[src/pkg/fep_pkg.sv]
// Shared constants, types and code-group tables for the fast ethernet coding path
package fep_pkg;

  // Clock and idle watchdog timing
  localparam int CLK_NS = 10;                          // Period of i_clk
  localparam int IDLE_WIN_NS = 40000;                  // Window in which idle must be seen
  localparam int IDLE_WIN_CYC = IDLE_WIN_NS / CLK_NS;  // Window as a count of bit cycles

  // Code-groups with a special meaning
  localparam logic [4:0] CG_IDLE = 5'h1F;  // Idle
  localparam logic [4:0] CG_J = 5'h18;     // First start delimiter group
  localparam logic [4:0] CG_K = 5'h11;     // Second start delimiter group
  localparam logic [4:0] CG_T = 5'h0D;     // First end delimiter group
  localparam logic [4:0] CG_R = 5'h07;     // Second end delimiter group
  localparam logic [4:0] CG_H = 5'h04;     // Transmit error group
  localparam logic [9:0] SSD_WIN = {CG_IDLE, CG_J};  // Idle followed by the first delimiter

  // Three-level line values
  localparam logic [1:0] LVL_ZERO = 2'h0;  // Middle level
  localparam logic [1:0] LVL_POS = 2'h1;   // Upper level
  localparam logic [1:0] LVL_NEG = 2'h3;   // Lower level

  // Fixed receive nibbles
  localparam logic [3:0] NIB_PRE = 4'h5;      // Preamble nibble sent for the start delimiter
  localparam logic [3:0] NIB_BAD_SSD = 4'hE;  // Nibble sent for a broken start delimiter

  // Key generator
  localparam int KEY_W = 11;                 // Length of the key register
  localparam logic [5:0] SEED_PAD = 6'h2A;   // Low seed bits, keep the seed nonzero
  localparam int LOCK_RUN = 30;              // Matching bits needed to declare lock
  localparam int IDLE_RUN = 10;              // Run of ones that counts as idle seen

  // Transmit FIFO word layout
  localparam int TXW_W = 6;   // Word width
  localparam int TXW_EN = 5;  // Frame enable bit
  localparam int TXW_ER = 4;  // Transmit error bit
  localparam int TX_FIFO_DEPTH = 8;

  typedef enum logic [1:0] {TX_IDLE, TX_K, TX_DATA, TX_R} fep_tx_state_e;
  typedef enum logic [1:0] {RX_HUNT, RX_J, RX_FRAME, RX_END} fep_rx_state_e;

  // Nibble to code-group
  function automatic logic [4:0] fep_enc(input logic [3:0] n);
    logic [4:0] c;
    c = CG_IDLE;
    unique case (n)
      4'h0: c = 5'h1E;
      4'h1: c = 5'h09;
      4'h2: c = 5'h14;
      4'h3: c = 5'h15;
      4'h4: c = 5'h0A;
      4'h5: c = 5'h0B;
      4'h6: c = 5'h0E;
      4'h7: c = 5'h0F;
      4'h8: c = 5'h12;
      4'h9: c = 5'h13;
      4'hA: c = 5'h16;
      4'hB: c = 5'h17;
      4'hC: c = 5'h1A;
      4'hD: c = 5'h1B;
      4'hE: c = 5'h1C;
      4'hF: c = 5'h1D;
    endcase
    return c;
  endfunction

  // Code-group to {data valid, nibble}; every other group is invalid
  function automatic logic [4:0] fep_dec(input logic [4:0] c);
    logic [4:0] r;
    r = 5'h00;
    case (c)
      5'h1E: r = 5'h10;
      5'h09: r = 5'h11;
      5'h14: r = 5'h12;
      5'h15: r = 5'h13;
      5'h0A: r = 5'h14;
      5'h0B: r = 5'h15;
      5'h0E: r = 5'h16;
      5'h0F: r = 5'h17;
      5'h12: r = 5'h18;
      5'h13: r = 5'h19;
      5'h16: r = 5'h1A;
      5'h17: r = 5'h1B;
      5'h1A: r = 5'h1C;
      5'h1B: r = 5'h1D;
      5'h1C: r = 5'h1E;
      5'h1D: r = 5'h1F;
      default: r = 5'h00;
    endcase
    return r;
  endfunction

endpackage

[src/logic/fep_pcs.sv]
// Coding path of one fast ethernet port: transmit encoder and receive decoder
`timescale 1ns/1ps
// Functional notes
// - Invalid code-group during valid data raises error
// - Transmit key seed comes from PHY address
// - Groups serialised into one NRZI bit stream
// - Three-level output steps on one, holds zero
// - Recovered levels turned back into NRZI bits
// - Six-bit line samples passed on each cycle
// - Timing unit picks the sampling clock phase
// - Descrambler key learnt from idle, then locked
// - No idle within window: abort, resynchronise
// - Group boundary fixed by idle followed by J
// - Valid groups decoded to receive nibbles
// - Start delimiter gives two preamble nibbles, valid
// - Receive valid rises on start delimiter
// - End pair or two idles drop valid, carrier
// - Unexpected group in frame raises error
// - Bad start delimiter: error, 1110, valid low
// - Whole path runs on the one line clock
// - Frame start sends J then K
// - Frame end sends T then R
// - Idle groups sent between frames
module fep_pcs
  import fep_pkg::*;
#(
  parameter int PHASES = 4,
  parameter int IDLE_CYC = fep_pkg::IDLE_WIN_CYC
) (
  input wire logic i_clk,  // single coding clock
  input wire logic i_rst,
  input wire logic [4:0] i_phy_addr,
  input wire logic i_tx_valid,
  output logic o_tx_ready,
  input wire logic i_tx_en,
  input wire logic i_tx_er,
  input wire logic [3:0] i_tx_d,
  output logic o_tx_nrzi,
  output logic [1:0] o_tx_mlt3,
  input wire logic [5:0] i_adc_sample,
  output logic [5:0] o_dsp_sample,
  input wire logic [2*PHASES-1:0] i_rx_levels,
  input wire logic [$clog2(PHASES)-1:0] i_phase_sel,
  output logic o_rx_strobe,
  output logic o_rx_dv,
  output logic o_rx_er,
  output logic o_crs,
  output logic [3:0] o_rx_d,
  output logic o_rx_locked
);
  import fep_pkg::*;

  // ---------------- Transmit ----------------
  logic [TXW_W-1:0] fifo_data;   // Oldest queued word
  logic fifo_valid;              // Queue holds a word
  logic fifo_pop;                // Encoder takes the word
  fep_tx_state_e tx_state;       // Framing state
  fep_tx_state_e next_tx_state;
  logic [4:0] tx_sr;             // Group being sent, top bit first
  logic [4:0] next_tx_sr;
  logic [2:0] tx_cnt;            // Bit position in the group
  logic [2:0] next_tx_cnt;
  logic [KEY_W-1:0] tx_key;      // Scrambler key register
  logic [KEY_W-1:0] next_tx_key;
  logic tx_seeded;               // Seed loaded after reset
  logic [1:0] mlt_idx;           // Position in the 0,+,0,- cycle
  logic [1:0] next_mlt_idx;
  logic next_nrzi;
  logic [1:0] next_mlt3;
  logic tx_load;                 // Fresh group enters this cycle
  logic scr_bit;                 // Scrambled code bit on the line
  logic [4:0] tx_code;           // Group chosen at load

  // Nibbles from the MAC wait here; a stalled encoder pushes back on the MAC
  fep_fifo #(.W(TXW_W), .D(TX_FIFO_DEPTH)) u_tx_fifo (
    .i_clk(i_clk),
    .i_rst(i_rst),
    .i_valid(i_tx_valid),
    .o_ready(o_tx_ready),
    .i_data({i_tx_en, i_tx_er, i_tx_d}),
    .o_valid(fifo_valid),
    .i_ready(fifo_pop),
    .o_data(fifo_data)
  );

  // Framing, serialiser, scrambler, NRZI and three-level encoder
  always_comb begin
    tx_load = (tx_cnt == 3'd4);
    fifo_pop = 1'b0;
    tx_code = CG_IDLE;
    next_tx_state = tx_state;
    if (tx_load) begin
      unique case (tx_state)
        TX_IDLE: begin
          if (fifo_valid && fifo_data[TXW_EN]) begin
            tx_code = CG_J;
            fifo_pop = 1'b1;
            next_tx_state = TX_K;
          end else begin
            tx_code = CG_IDLE;
            fifo_pop = fifo_valid;
          end
        end
        TX_K: begin
          tx_code = CG_K;
          fifo_pop = fifo_valid && fifo_data[TXW_EN];
          next_tx_state = TX_DATA;
        end
        TX_DATA: begin
          if (fifo_valid && fifo_data[TXW_EN]) begin
            tx_code = fifo_data[TXW_ER] ? CG_H : fep_enc(fifo_data[3:0]);
            fifo_pop = 1'b1;
          end else begin
            // Enable fell or the MAC ran dry: close the frame
            tx_code = CG_T;
            next_tx_state = TX_R;
          end
        end
        TX_R: begin
          tx_code = CG_R;
          next_tx_state = TX_IDLE;
        end
      endcase
    end
    next_tx_sr = tx_load ? tx_code : {tx_sr[3:0], 1'b0};
    next_tx_cnt = tx_load ? 3'd0 : tx_cnt + 3'd1;
    // Key steps every bit; the seed is loaded once, after reset is released
    scr_bit = tx_sr[4] ^ tx_key[10] ^ tx_key[8];
    if (!tx_seeded) begin
      next_tx_key = {i_phy_addr, SEED_PAD};
    end else begin
      next_tx_key = {tx_key[9:0], tx_key[10] ^ tx_key[8]};
    end
    next_nrzi = o_tx_nrzi ^ scr_bit;
    next_mlt_idx = scr_bit ? mlt_idx + 2'd1 : mlt_idx;
    unique case (next_mlt_idx)
      2'd1: next_mlt3 = LVL_POS;
      2'd3: next_mlt3 = LVL_NEG;
      default: next_mlt3 = LVL_ZERO;
    endcase
  end

  // Transmit registers
  always_ff @(posedge i_clk or posedge i_rst) begin
    if (i_rst) begin
      tx_state <= TX_IDLE;
      tx_sr <= CG_IDLE;
      tx_cnt <= 3'd0;
      tx_key <= '0;
      tx_seeded <= 1'b0;
      o_tx_nrzi <= 1'b0;
      mlt_idx <= 2'd0;
      o_tx_mlt3 <= LVL_ZERO;
    end else begin
      tx_state <= next_tx_state;
      tx_sr <= next_tx_sr;
      tx_cnt <= next_tx_cnt;
      tx_key <= next_tx_key;
      tx_seeded <= 1'b1;
      o_tx_nrzi <= next_nrzi;
      mlt_idx <= next_mlt_idx;
      o_tx_mlt3 <= next_mlt3;
    end
  end

  a_mlt3_step: assert property (@(posedge i_clk) disable iff (i_rst)
    tx_seeded && scr_bit |=> o_tx_mlt3 != $past(o_tx_mlt3)) else $error("level did not step");
  a_mlt3_hold: assert property (@(posedge i_clk) disable iff (i_rst)
    tx_seeded && !scr_bit |=> $stable(o_tx_mlt3)) else $error("level moved on a zero");
  a_tx_delims: assert property (@(posedge i_clk) disable iff (i_rst)
    tx_load && tx_state == TX_IDLE && next_tx_state == TX_K |=> tx_sr == CG_J ##5 tx_sr == CG_K)
    else $error("K did not follow J");
  a_tx_end_pair: assert property (@(posedge i_clk) disable iff (i_rst)
    tx_load && tx_state == TX_DATA && next_tx_state == TX_R |=> tx_sr == CG_T ##5 tx_sr == CG_R)
    else $error("R missing after T");

  // ---------------- Receive front end ----------------
  logic [1:0] rx_lvl;       // Selected recovered level
  logic [1:0] rx_lvl_d;     // Previous level
  logic rx_nrzi;            // Rebuilt NRZI stream
  logic rx_nrzi_d;          // Previous NRZI bit
  logic next_rx_nrzi;
  logic rx_bit;             // Scrambled code bit

  // Phase pick, NRZI rebuild and sample pass-through
  always_comb begin
    next_rx_nrzi = rx_nrzi ^ (rx_lvl != rx_lvl_d);
    rx_bit = rx_nrzi ^ rx_nrzi_d;
  end

  // Front end registers
  always_ff @(posedge i_clk or posedge i_rst) begin
    if (i_rst) begin
      o_dsp_sample <= 6'h00;
      rx_lvl <= LVL_ZERO;
      rx_lvl_d <= LVL_ZERO;
      rx_nrzi <= 1'b0;
      rx_nrzi_d <= 1'b0;
    end else begin
      o_dsp_sample <= i_adc_sample;
      rx_lvl <= i_rx_levels[2*i_phase_sel +: 2];
      rx_lvl_d <= rx_lvl;
      rx_nrzi <= next_rx_nrzi;
      rx_nrzi_d <= rx_nrzi;
    end
  end

  // ---------------- Descrambler sync and watchdog ----------------
  localparam int WDW = $clog2(IDLE_CYC + 1);
  logic [KEY_W-1:0] rx_key;
  logic [KEY_W-1:0] next_rx_key;
  logic [5:0] run;            // Matching or ones run length
  logic [5:0] next_run;
  logic [WDW-1:0] wdog;       // Cycles since idle was last seen
  logic [WDW-1:0] next_wdog;
  logic next_locked;
  logic rx_kbit;              // Key bit for this cycle
  logic dbit;                 // Descrambled bit
  logic next_dbit;

  // While hunting the key tracks the line, since idle descrambles to all ones
  always_comb begin
    rx_kbit = rx_key[10] ^ rx_key[8];
    next_dbit = rx_bit ^ rx_kbit;
    next_locked = o_rx_locked;
    next_wdog = '0;
    next_run = (next_dbit && run != 6'h3F) ? run + 6'd1 : (next_dbit ? run : 6'd0);
    if (!o_rx_locked) begin
      // Idle is all ones, so the inverted line bit is the far key bit
      next_rx_key = {rx_key[9:0], ~rx_bit};
      next_locked = (run == 6'(LOCK_RUN - 1)) && next_dbit;
    end else begin
      next_rx_key = {rx_key[9:0], rx_kbit};
      next_wdog = (run >= 6'(IDLE_RUN)) ? '0 : wdog + 1'b1;
      if (wdog == WDW'(IDLE_CYC - 1)) begin
        next_locked = 1'b0;
        next_run = 6'd0;
        next_wdog = '0;
      end
    end
  end

  // Sync registers
  always_ff @(posedge i_clk or posedge i_rst) begin
    if (i_rst) begin
      rx_key <= '0;
      run <= 6'd0;
      wdog <= '0;
      o_rx_locked <= 1'b0;
      dbit <= 1'b0;
    end else begin
      rx_key <= next_rx_key;
      run <= next_run;
      wdog <= next_wdog;
      o_rx_locked <= next_locked;
      dbit <= next_dbit;
    end
  end

  a_watchdog_drop: assert property (@(posedge i_clk) disable iff (i_rst)
    o_rx_locked && wdog == WDW'(IDLE_CYC - 1) |=> !o_rx_locked ##1 !o_rx_dv)
    else $error("no resync after idle window");

  // ---------------- Alignment and decoding ----------------
  fep_rx_state_e rx_state;
  fep_rx_state_e next_rx_state;
  logic [9:0] win;            // Last ten descrambled bits
  logic [9:0] next_win;
  logic [2:0] gcnt;           // Bit position in an aligned group
  logic [2:0] next_gcnt;
  logic [4:0] hold;           // Delayed nibble {error, data}
  logic [4:0] next_hold;
  logic [4:0] code;           // Group just completed
  logic [4:0] dec;            // Decoded group
  logic [4:0] expect_cg;      // Group that completes the end pair
  logic [4:0] next_expect;
  logic grp_end;
  logic next_strobe;
  logic next_dv;
  logic next_er;
  logic next_crs;
  logic [3:0] next_d;

  // One nibble of delay makes room for the second preamble nibble
  always_comb begin
    next_win = {win[8:0], dbit};
    code = next_win[4:0];
    dec = fep_dec(code);
    grp_end = (gcnt == 3'd4);
    next_gcnt = grp_end ? 3'd0 : gcnt + 3'd1;
    next_rx_state = rx_state;
    next_hold = hold;
    next_expect = expect_cg;
    next_strobe = 1'b0;
    next_dv = o_rx_dv;
    next_er = o_rx_er;
    next_crs = o_crs;
    next_d = o_rx_d;
    if (!o_rx_locked) begin
      next_rx_state = RX_HUNT;
      next_dv = 1'b0;
      next_er = 1'b0;
      next_crs = 1'b0;
    end else begin
      unique case (rx_state)
        RX_HUNT: begin
          next_er = 1'b0;
          if (next_win == SSD_WIN) begin
            next_rx_state = RX_J;
            next_gcnt = 3'd0;
          end
        end
        RX_J: begin
          if (grp_end) begin
            next_strobe = 1'b1;
            if (code == CG_K) begin
              next_rx_state = RX_FRAME;
              next_dv = 1'b1;
              next_crs = 1'b1;
              next_d = NIB_PRE;
              next_hold = {1'b0, NIB_PRE};
            end else begin
              next_rx_state = RX_HUNT;
              next_er = 1'b1;
              next_d = NIB_BAD_SSD;
            end
          end
        end
        RX_FRAME: begin
          if (grp_end) begin
            next_strobe = 1'b1;
            next_er = hold[4];
            next_d = hold[3:0];
            next_hold = {!dec[4], dec[3:0]};
            if (code == CG_T || code == CG_IDLE) begin
              next_rx_state = RX_END;
              next_expect = (code == CG_T) ? CG_R : CG_IDLE;
            end
          end
        end
        RX_END: begin
          if (grp_end) begin
            next_strobe = 1'b1;
            if (code == expect_cg) begin
              next_rx_state = RX_HUNT;
              next_dv = 1'b0;
              next_crs = 1'b0;
              next_er = 1'b0;
            end else begin
              next_rx_state = RX_FRAME;
              next_er = 1'b1;
              next_hold = {!dec[4], dec[3:0]};
            end
          end
        end
      endcase
    end
  end

  // Decoder registers
  always_ff @(posedge i_clk or posedge i_rst) begin
    if (i_rst) begin
      rx_state <= RX_HUNT;
      win <= 10'h000;
      gcnt <= 3'd0;
      hold <= 5'h00;
      expect_cg <= CG_R;
      o_rx_strobe <= 1'b0;
      o_rx_dv <= 1'b0;
      o_rx_er <= 1'b0;
      o_crs <= 1'b0;
      o_rx_d <= 4'h0;
    end else begin
      rx_state <= next_rx_state;
      win <= next_win;
      gcnt <= next_gcnt;
      hold <= next_hold;
      expect_cg <= next_expect;
      o_rx_strobe <= next_strobe;
      o_rx_dv <= next_dv;
      o_rx_er <= next_er;
      o_crs <= next_crs;
      o_rx_d <= next_d;
    end
  end

  a_ssd_preamble: assert property (@(posedge i_clk) disable iff (i_rst)
    o_rx_locked && rx_state == RX_J && grp_end && code == CG_K |=> o_rx_dv && o_rx_d == NIB_PRE
    ##5 (o_rx_d == NIB_PRE || !o_rx_locked)) else $error("preamble nibbles wrong");
  a_bad_ssd: assert property (@(posedge i_clk) disable iff (i_rst)
    o_rx_locked && rx_state == RX_J && grp_end && code != CG_K |=> o_rx_er && !o_rx_dv
    && o_rx_d == NIB_BAD_SSD) else $error("bad start not flagged");
  a_bad_group: assert property (@(posedge i_clk) disable iff (i_rst)
    o_rx_locked && rx_state == RX_FRAME && grp_end && !dec[4] && code != CG_T && code != CG_IDLE
    |-> ##6 (o_rx_er || !o_rx_locked)) else $error("invalid group passed");
  a_end_drop: assert property (@(posedge i_clk) disable iff (i_rst)
    o_rx_locked && rx_state == RX_END && grp_end && code == expect_cg |=> !o_rx_dv && !o_crs)
    else $error("valid stayed after end");
  a_unlock_quiet: assert property (@(posedge i_clk) disable iff (i_rst)
    !o_rx_locked |=> !o_rx_dv && !o_rx_er) else $error("output while unlocked");
endmodule

[src/logic/fep_fifo.sv]
// Flop-based FIFO with valid and ready on both sides
`timescale 1ns/1ps
module fep_fifo #(
  parameter int W = 6,
  parameter int D = 8
) (
  input wire logic i_clk,
  input wire logic i_rst,
  input wire logic i_valid,
  output logic o_ready,
  input wire logic [W-1:0] i_data,
  output logic o_valid,
  input wire logic i_ready,
  output logic [W-1:0] o_data
);
  localparam int AW = $clog2(D);
  localparam int CW = $clog2(D + 1);
  localparam logic [CW-1:0] FULL = CW'(D);

  logic [W-1:0] mem [D];      // Storage entries
  logic [AW-1:0] wr_ptr;      // Next entry to fill
  logic [AW-1:0] rd_ptr;      // Oldest entry
  logic [CW-1:0] count;       // Entries held
  logic [AW-1:0] next_wr_ptr;
  logic [AW-1:0] next_rd_ptr;
  logic [CW-1:0] next_count;
  logic push;
  logic pop;

  assign o_valid = (count != '0);
  assign o_data = mem[rd_ptr];

  // Pointer and count update; ready follows the registered count so it never glitches
  always_comb begin
    push = i_valid && o_ready;
    pop = o_valid && i_ready;
    next_wr_ptr = push ? ((wr_ptr == AW'(D - 1)) ? '0 : wr_ptr + 1'b1) : wr_ptr;
    next_rd_ptr = pop ? ((rd_ptr == AW'(D - 1)) ? '0 : rd_ptr + 1'b1) : rd_ptr;
    next_count = count;
    if (push && !pop) begin
      next_count = count + 1'b1;
    end else if (pop && !push) begin
      next_count = count - 1'b1;
    end
  end

  // Pointer registers
  always_ff @(posedge i_clk or posedge i_rst) begin
    if (i_rst) begin
      wr_ptr <= '0;
      rd_ptr <= '0;
      count <= '0;
      o_ready <= 1'b1;
    end else begin
      wr_ptr <= next_wr_ptr;
      rd_ptr <= next_rd_ptr;
      count <= next_count;
      o_ready <= (next_count != FULL);
    end
  end

  // Entry storage, one write port per entry
  for (genvar e = 0; e < D; e++) begin : g_ent
    always_ff @(posedge i_clk) begin
      if (push && wr_ptr == AW'(e)) begin
        mem[e] <= i_data;
      end
    end
  end
endmodule

[config.mk]
export PLATFORM = sky130hd
export DESIGN_NAME = fep_pcs
export DESIGN_NICKNAME = d
export VERILOG_FILES = /design/src/pkg/fep_pkg.sv /design/src/logic/fep_pcs.sv /design/src/logic/fep_fifo.sv
export SDC_FILE = /design/constraint.sdc
export NUM_CORES = 1
export LEC_CHECK = 0
export ABC_AREA = 1
export BUFFER_PORTS_ARGS = -buffer_cell sky130_fd_sc_hd__clkbuf_2
export CORE_MARGIN = 4
export CORE_UTILIZATION = 39
export CTS_CLUSTER_SIZE = 28
export DETAILED_ROUTE_END_ITERATION = 8
export PLACE_DENSITY = 0.52
export REMOVE_ABC_BUFFERS = 1
export SYNTH_ARGS = -nofsm -noshare
export SYNTH_HDL_FRONTEND = slang
export SYNTH_HIERARCHICAL = 1
export SYNTH_SLANG_ARGS = --single-unit
export TNS_END_PERCENT = 50
[constraint.sdc]
create_clock -name i_clk -period 3.1 [get_ports i_clk]
set_input_delay 0 -clock i_clk [delete_from_list [all_inputs] [get_ports i_clk]]
set_output_delay 0 -clock i_clk [all_outputs]
set_load 0.01 [all_outputs]
==> impl_metrics.py, run 1 <==
metrics = {
    "status": {
        "status": "complete, no violations",
    },
    "power": {
        "powerDensity_nw_per_um2": 867,
        "leakage_nw": 3.82,
        "max-vdd-ir-drop_mv": 0.429,
    },
    "final_layout": {
        "drive_gt1_frac": 0.169,
        "nets": 844,
        "fin_util": 0.477,
        "syn2layout_area_growth_pct": 19.3,
        "antenna_cells": 0,
    },
    "floorplan": {
        "row_count": 48,
        "core_area_sq_um": 17400,
        "die_w_um": 142,
        "start_util": 0.400,
        "ios": 49,
        "die_area_sq_um": 20100,
        "die_h_um": 142,
    },
    "global_routing": {
        "antenna_found_initial": 0,
        "track_usage": 0.141,
        "grt_first_pass_wirelength_um": 23000,
        "grt_max_degree": 54,
        "overflow": 0,
        "grt_pass1_vias": 4919,
    },
    "yosys": {
        "yosysSeqAreaShare": 0.592,
        "synth_warnings": 6,
        "synth_top_family_by_area": "simple AND/OR/NAND/NOR gates",
        "ys.flop_type": "dfrtp_1",
        "muxShareOfSynthArea": 0.00144,
        "synth_compound_area_frac": 0.0708,
        "synth_area_sq_um": 6970,
        "syn_inst": 709,
        "synthArstFlopShare": 0.690,
        "synth.distinct_cells": 45,
        "synth-xor-area-share": 0.0264,
        "avgSynthCellArea_sq_um": 9.83,
        "ys_ff_latch": 155,
        "synth_edf_count": 48,
        "synth_fa_ha_area_frac": 0.0431,
        "synthSimpleGateAreaFrac": 0.206,
    },
    "setup_path": {
        "rr_endpoint": "u_tx_fifo/o_ready",
        "critPathKind": "reg -> reg",
        "cp_slowest_cell": "dfrtp_1",
        "critPathBufInv": 1,
        "reg2regPathDepth": 14,
        "cp_slowest_stage_delay_ns": 0.38,
        "cp_data_arrival_time_ns": 2.86,
        "worstPathMaxFanout": 13,
        "crit_required_ns": 3.44,
        "ff2ff_setup_slack_ns": 0.58,
        "cp-end-kind": "flip-flop",
        "r2r-start": "u_tx_fifo/rd_ptr[1]",
        "crit_path_cell_trace": "inv_1 > o21ai_0 > o22ai_1 > nor2_1 > a31oi_1 > a21oi_1 > nor2_1 > nand2_8 > nor2_2 > nand3_1 > nand2_1 > nand2_1 > nor2_1 > nand2_1",
        "critPathTopFamily": "simple AND/OR/NAND/NOR gates",
        "start_kind": "flip-flop",
    },
    "placed_design": {
        "dp_hpwl_um": 9290,
        "gp_congestion": 0.861,
        "portBuffers": 48,
    },
    "clock_network": {
        "clk_latency_ns": 0.42,
        "postCtsSetupBuffers": 0,
        "cts_resized": 0,
        "cts_buffers": 17,
        "cts_tree": "done",
        "cts-root-buf": "clkbuf_16",
        "cts.clk_slew.worst_paths_ns": 0.06,
        "cts_sinks": 155,
        "htree_levels": 4,
        "cts_buffer_depth": 2,
    },
    "routing": {
        "drtPass1Iterations": 4,
        "ant_nets": 0,
        "wl_met2_um": 6020,
        "wl_um": 12900,
        "route.met3.wl_um": 514,
        "vias_per_cell": 4.74,
        "drt-wirelength-per-cell_um": 12.6,
        "dr.max_layer_used": "met4",
        "vias": 4872,
        "m1WireLength_um": 6140,
        "drc_errors": 0,
        "drtIter0Drc": 231,
    },
    "hold_path": {
        "holdCritStartpoint": "i_tx_valid",
        "hold_depth": 4,
        "hold_class": "in -> reg",
        "worstHoldEndpoint": "u_tx_fifo/wr_ptr[2]",
    },
    "sta": {
        "setup-tns-final_ns": 0,
        "fin_crit_ns": 2.52,
        "max_slew_margin": 0.360,
        "skew_ns": 0.00903,
        "tightest_slew_ns": 0.952,
        "hold_viol_final": 0,
        "fin_crit_sh": 0.813,
        "setup_viol": 0,
        "rsz0062_at_grt": "no",
        "max_clock_freq_mhz": 397,
        "slew_viol_final": 0,
    },
    "job": {
        "drv_cap": 0,
    },
}
kinds of logic (layout without fill, tap and decap cells):
| kind of cell | count (synthesis) | count (layout) |
|---|---|---|
| DFF | 155 | 155 |
| other | 1 | 1 |
| muxes | 1 | 1 |
| AOI/OAI and AO/OA | 88 | 88 |
| adders and majority gates | 24 | 24 |
| xor gates and xnor gates | 21 | 21 |
| buffers and inverters | 97 | 191 |
| and+or+nand+nor | 322 | 322 |
cell type report:
type	instances	area, sq um
Clock buffer	17	425
Sequential cell	155	4130
Multi-Input combinational cell	457	2430
Tap cell	225	282
Timing Repair Buffer	79	533
Fill cell	1628	9110
Inverter	80	310
Clock inverter	15	205
how the worst max path moves through the flow:
stage | start | endpoint | slack, ns | depth (start not counted)
CTS | u_tx_fifo/rd_ptr[1] | u_tx_fifo/o_ready | 0.61 | 14
global route | u_tx_fifo/rd_ptr[1] | u_tx_fifo/o_ready | 0.34 | 14
detailed placement | u_tx_fifo/rd_ptr[1] | u_tx_fifo/o_ready | 0.64 | 14
global placement | u_tx_fifo/rd_ptr[1] | u_tx_fifo/o_ready | 0.75 | 14
finish | u_tx_fifo/rd_ptr[1] | u_tx_fifo/o_ready | 0.58 | 14
floorplan | i_rst | dbit | 0.60 | 1
cells in the final DEF (no fill, tap or decap), types with 2 or more instances in the layout:
master and n:
buf_4 7, clkinvlp_4 2, a21oi_1 17, clkbuf_16 17, inv_2 8, nor2_2 6
clkinv_4 2, o22ai_1 9, o21bai_1 2, o21ai_0 40, nand3_1 40, nand2_2 11
dfstp_2 6, clkbuf_2 48, xnor2_1 8, inv_8 2, or2_2 3, nor2_1 115
inv_6 6, nor2_4 2, a31oi_1 7, bufinv_16 3, ha_1 24, xor2_1 13
inv_1 67, edfxtp_1 48, o211ai_1 5, o21a_1 2, clkinv_1 2, nand2_1 112
dfrtp_1 101, dlygate4sd3_1 24, nand4_1 5, nand2_4 4, o21ai_1 3, nor3_1 16
inv_4 2, nand3_2 3
routing by layer:
layer / up-vias / track usage
met1: 2290 / 0.186
met4: 0 / 0.0596
met3: 21 / 0.0354
li1: 2465 / -
met5: - / 0
met2: 96 / 0.222
state kept, by name, indices dropped and copies added, names as in the netlist, 5 cells and up:
name	cells
wdog	12
hold	5
tx_key	11
win	9
rx_key	11
o_dsp_sample	6
u_tx_fifo/mem	48
tx_sr	5
run	6
worst reg2reg max path, delay by kind of cell, from the launching register on:
kind / cells / cell delay (ns)
AND/OR/NAND/NOR: 9 / 1.04
AO/OA/AOI/OAI: 4 / 0.73
flip-flops: 1 / 0.38
buffers and inverters: 1 / 0.29
report_power, final:
| part | internal, mW | total [mW] | switching, mW |
|---|---|---|---|
| sequential | 2.54 | 2.84 | 0.296 |
| combinational | 0.774 | 2.19 | 1.41 |
| clock | 1.30 | 2.18 | 0.884 |
synthesized netlist by cell type, types with 5 or more instances:
| master | instances | area, sq um |
|---|---|---|
| buf_4 | 5 | 37.5 |
| dfrtp_1 | 101 | 2530 |
| nand2_2 | 11 | 68.8 |
| nand4_1 | 5 | 31.3 |
| a21oi_1 | 17 | 85.1 |
| inv_2 | 8 | 30.0 |
| nor3_1 | 16 | 80.1 |
| buf_2 | 5 | 25.0 |
| o21ai_0 | 40 | 200 |
| o22ai_1 | 9 | 56.3 |
| xnor2_1 | 8 | 70.1 |
| nand2_1 | 112 | 420 |
| ha_1 | 24 | 300 |
| edfxtp_1 | 48 | 1440 |
| inv_1 | 68 | 255 |
| a31oi_1 | 7 | 43.8 |
| dfstp_2 | 6 | 158 |
| nor2_1 | 115 | 432 |
| xor2_1 | 13 | 114 |
| o211ai_1 | 5 | 37.5 |
| nand3_1 | 40 | 200 |
| nor2_2 | 6 | 37.5 |
metrics by stage:
step                cells  instance area [sq um]  power, mW  hold slack [ns]  worst slack, ns
finish               1028                   8310       7.21           0.0480            0.580
global route         1028                   8310       7.74           0.0861            0.336
CTS                  1028                   8310       7.30           0.0313            0.607
detailed placement    972                   7440       5.05           0.0866            0.638
global placement      972                   7440       4.98           0.0831            0.755
floorplan             692                   6860       4.45           -0.148            0.603
what timing repair did:
action / in CTS / in global routing
hold buffers: 24 / 0
endpoints found under the setup margin: 0 / 0
endpoints found under the hold margin: 119 / 0
Power figures use the tool's default switching activity.
==> inputs of run 2 (changes only) <==
Settings changed: PLACE_DENSITY 0.52 to 0.54.
Clock period 3.1 ns to 2.25 ns, I/O delays scaled along.
==> run 2 against run 1 <==
Net effect: final area up 0.77%; combinational power up 41%; first-iteration DRC count up 19%; sequential share of layout area down 0.38 points; register-to-register slack worse by 0.35 ns; worst hold slack better by 0.023 ns; cell count up 0.88%; clock skew down 0.0024 ns; die area unchanged; critical endpoint unchanged; largest power group unchanged.
==> impl_metrics.py, run 2 (synthesized netlist as in run 1, its figures left out) <==
metrics = {
    "status": {
        "status": "complete, no violations",
    },
    "floorplan": {
        "start_util": 0.400,
        "ios": 49,
        "core_area_sq_um": 17400,
        "die_area_sq_um": 20100,
        "die_w_um": 142,
        "row_count": 48,
        "die_h_um": 142,
    },
    "setup_path": {
        "cp_slowest_cell": "dfrtp_1",
        "start_kind": "flip-flop",
        "worstPathMaxFanout": 7,
        "cp_data_arrival_time_ns": 2.36,
        "cp-end-kind": "flip-flop",
        "crit_required_ns": 2.59,
        "critPathKind": "reg -> reg",
        "cp_slowest_stage_delay_ns": 0.45,
        "crit_path_cell_trace": "inv_2 > o21ai_0 > o22ai_1 > nor2_1 > a31oi_2 > a21oi_1 > nor2_1 > buf_4 > nand2_8 > nand2_4 > nand2_1 > o21ai_1 > nand2_1 > nor2_1 > nand2_1",
        "reg2regPathDepth": 15,
    },
    "job": {
        "drv_cap": 0,
    },
    "power": {
        "p_comb_frac": 0.312,
        "switching_share": 0.352,
        "leakage_nw": 3.86,
        "powerDensity_nw_per_um2": 1180,
        "p_clk_frac": 0.290,
        "p_int_mw": 6.41,
        "p_seq_frac": 0.398,
        "max-vdd-ir-drop_mv": 0.681,
        "p_switching_mw": 3.48,
    },
    "clock_network": {
        "cts_buffers": 17,
        "cts_buffer_depth": 2,
        "htree_levels": 4,
        "clk_latency_ns": 0.42,
        "cts_tree": "done",
        "cts.clk_slew.worst_paths_ns": 0.06,
        "cts_sinks": 155,
        "cts-root-buf": "clkbuf_16",
    },
    "routing": {
        "drc_errors": 0,
        "drtIter0Drc": 274,
        "vias": 4939,
        "drt-wirelength-per-cell_um": 12.7,
        "vias_per_cell": 4.76,
        "wl_um": 13100,
        "ant_nets": 0,
        "drtPass1Iterations": 4,
    },
    "sta": {
        "fin_ws_ns": 0.231,
        "slew_viol_final": 0,
        "max_clock_freq_mhz": 495,
        "whs_ns": 0.0705,
        "skew_ns": 0.00660,
        "fin_crit_sh": 0.897,
        "hold_viol_final": 0,
        "setup_viol": 0,
        "rsz0062_at_grt": "no",
        "tightest_slew_ns": 0.633,
        "fin_crit_ns": 2.02,
        "max_slew_margin": 0.578,
        "setup-tns-final_ns": 0,
    },
    "final_layout": {
        "fillers": 1610,
        "mostFrequentLayoutCells": "nor2_1 (115), nand2_1 (112), dfrtp_1 (101), inv_1 (67)",
        "syn2layout_area_growth_pct": 20.2,
        "drive_gt1_frac": 0.177,
        "layout_commonest_cell": "nor2_1",
        "fin_util": 0.481,
        "largest_register": "u_tx_fifo/mem",
        "largest_reg_flops": 48,
        "reg_top3": "u_tx_fifo/mem x48, wdog x12",
        "antenna_cells": 0,
        "instances_no_fill": 1037,
        "nets": 853,
    },
    "placed_design": {
        "gp_congestion": 0.890,
        "placed_cells": 981,
        "portBuffers": 48,
        "dp_hpwl_um": 9420,
        "post-place-ws_ns": 0.162,
    },
    "hold_path": {
        "hold_depth": 4,
        "hold_class": "in -> reg",
    },
    "global_routing": {
        "grt_first_pass_wirelength_um": 22800,
        "antenna_found_initial": 0,
        "grt_max_degree": 51,
        "grt_pass1_vias": 4951,
        "overflow": 0,
        "track_usage": 0.141,
    },
}
## run 2: stage by stage
stage	area (sq um)	total power, mW
2_1_floorplan	6860	6.12
3_3_place_gp	7520	6.93
3_5_place_dp	7520	7.02
4_1_cts	8360	9.98
5_1_grt	8370	10.7
6_report	8370	9.89
## run 2: layout make-up
type	count	area (sq um)	area share
sequential	155	4130	0.493
multi-input combinational	457	2440	0.291
timing repair buffer	88	613	0.0732
clock buffer	19	433	0.0517
inverter	80	310	0.0371
tap	225	282	0.0336
clock inverter	13	169	0.0202
## run 2: layer usage
metal  vias to the layer above  wire [um]  track usage
met1                      2332       6170        0.184
met3                        25        541       0.0398
met4                         0        307       0.0606
li1                       2492          -            -
met5                         -          0            0
met2                        90       6110        0.221
## run 2: critical path, delay by kind of cell (launching register included)
kind,cells,cell delay (ns)
AOI/OAI and AO/OA,5,0.59
buffers and inverters,2,0.28
and+or+nand+nor,8,0.64
DFF,1,0.45
## run 2: path summary, 6_finish.rpt
| kind | endpoint | slack [ns] | startpoint |
|---|---|---|---|
| max | u_tx_fifo/o_ready | 0.23 | u_tx_fifo/rd_ptr[0] |
| min | u_tx_fifo/wr_ptr[2] | 0.07 | i_tx_valid |
| max reg2reg | u_tx_fifo/o_ready | 0.23 | u_tx_fifo/rd_ptr[0] |
| min reg2reg | rx_key[7] | 0.35 | rx_key[6] |
| max in group asynchronous | rx_key[8] | 1.34 | i_rst |
| min in group asynchronous | u_tx_fifo/rd_ptr[2] | 0.19 | i_rst |
## run 2: power by group through the flow
stage	Combinational (mW)	Clock [mW]	Sequential, mW
2_1_floorplan	2.20	0	3.92
3_3_place_gp	2.96	0	3.97
3_5_place_dp	3.04	0	3.98
4_1_cts	3.09	2.95	3.94
5_1_grt	3.54	3.11	4.01
6_report	3.09	2.87	3.93
## run 2: timing repair
| action | in CTS | in global routing |
|---|---|---|
| endpoints found under the setup margin | 0 | 2 |
| gates resized for setup | 0 | 2 |
| hold endpoints to repair | 115 | 0 |
| buffers inserted | 0 | 0 |
| hold buffers | 24 | 0 |
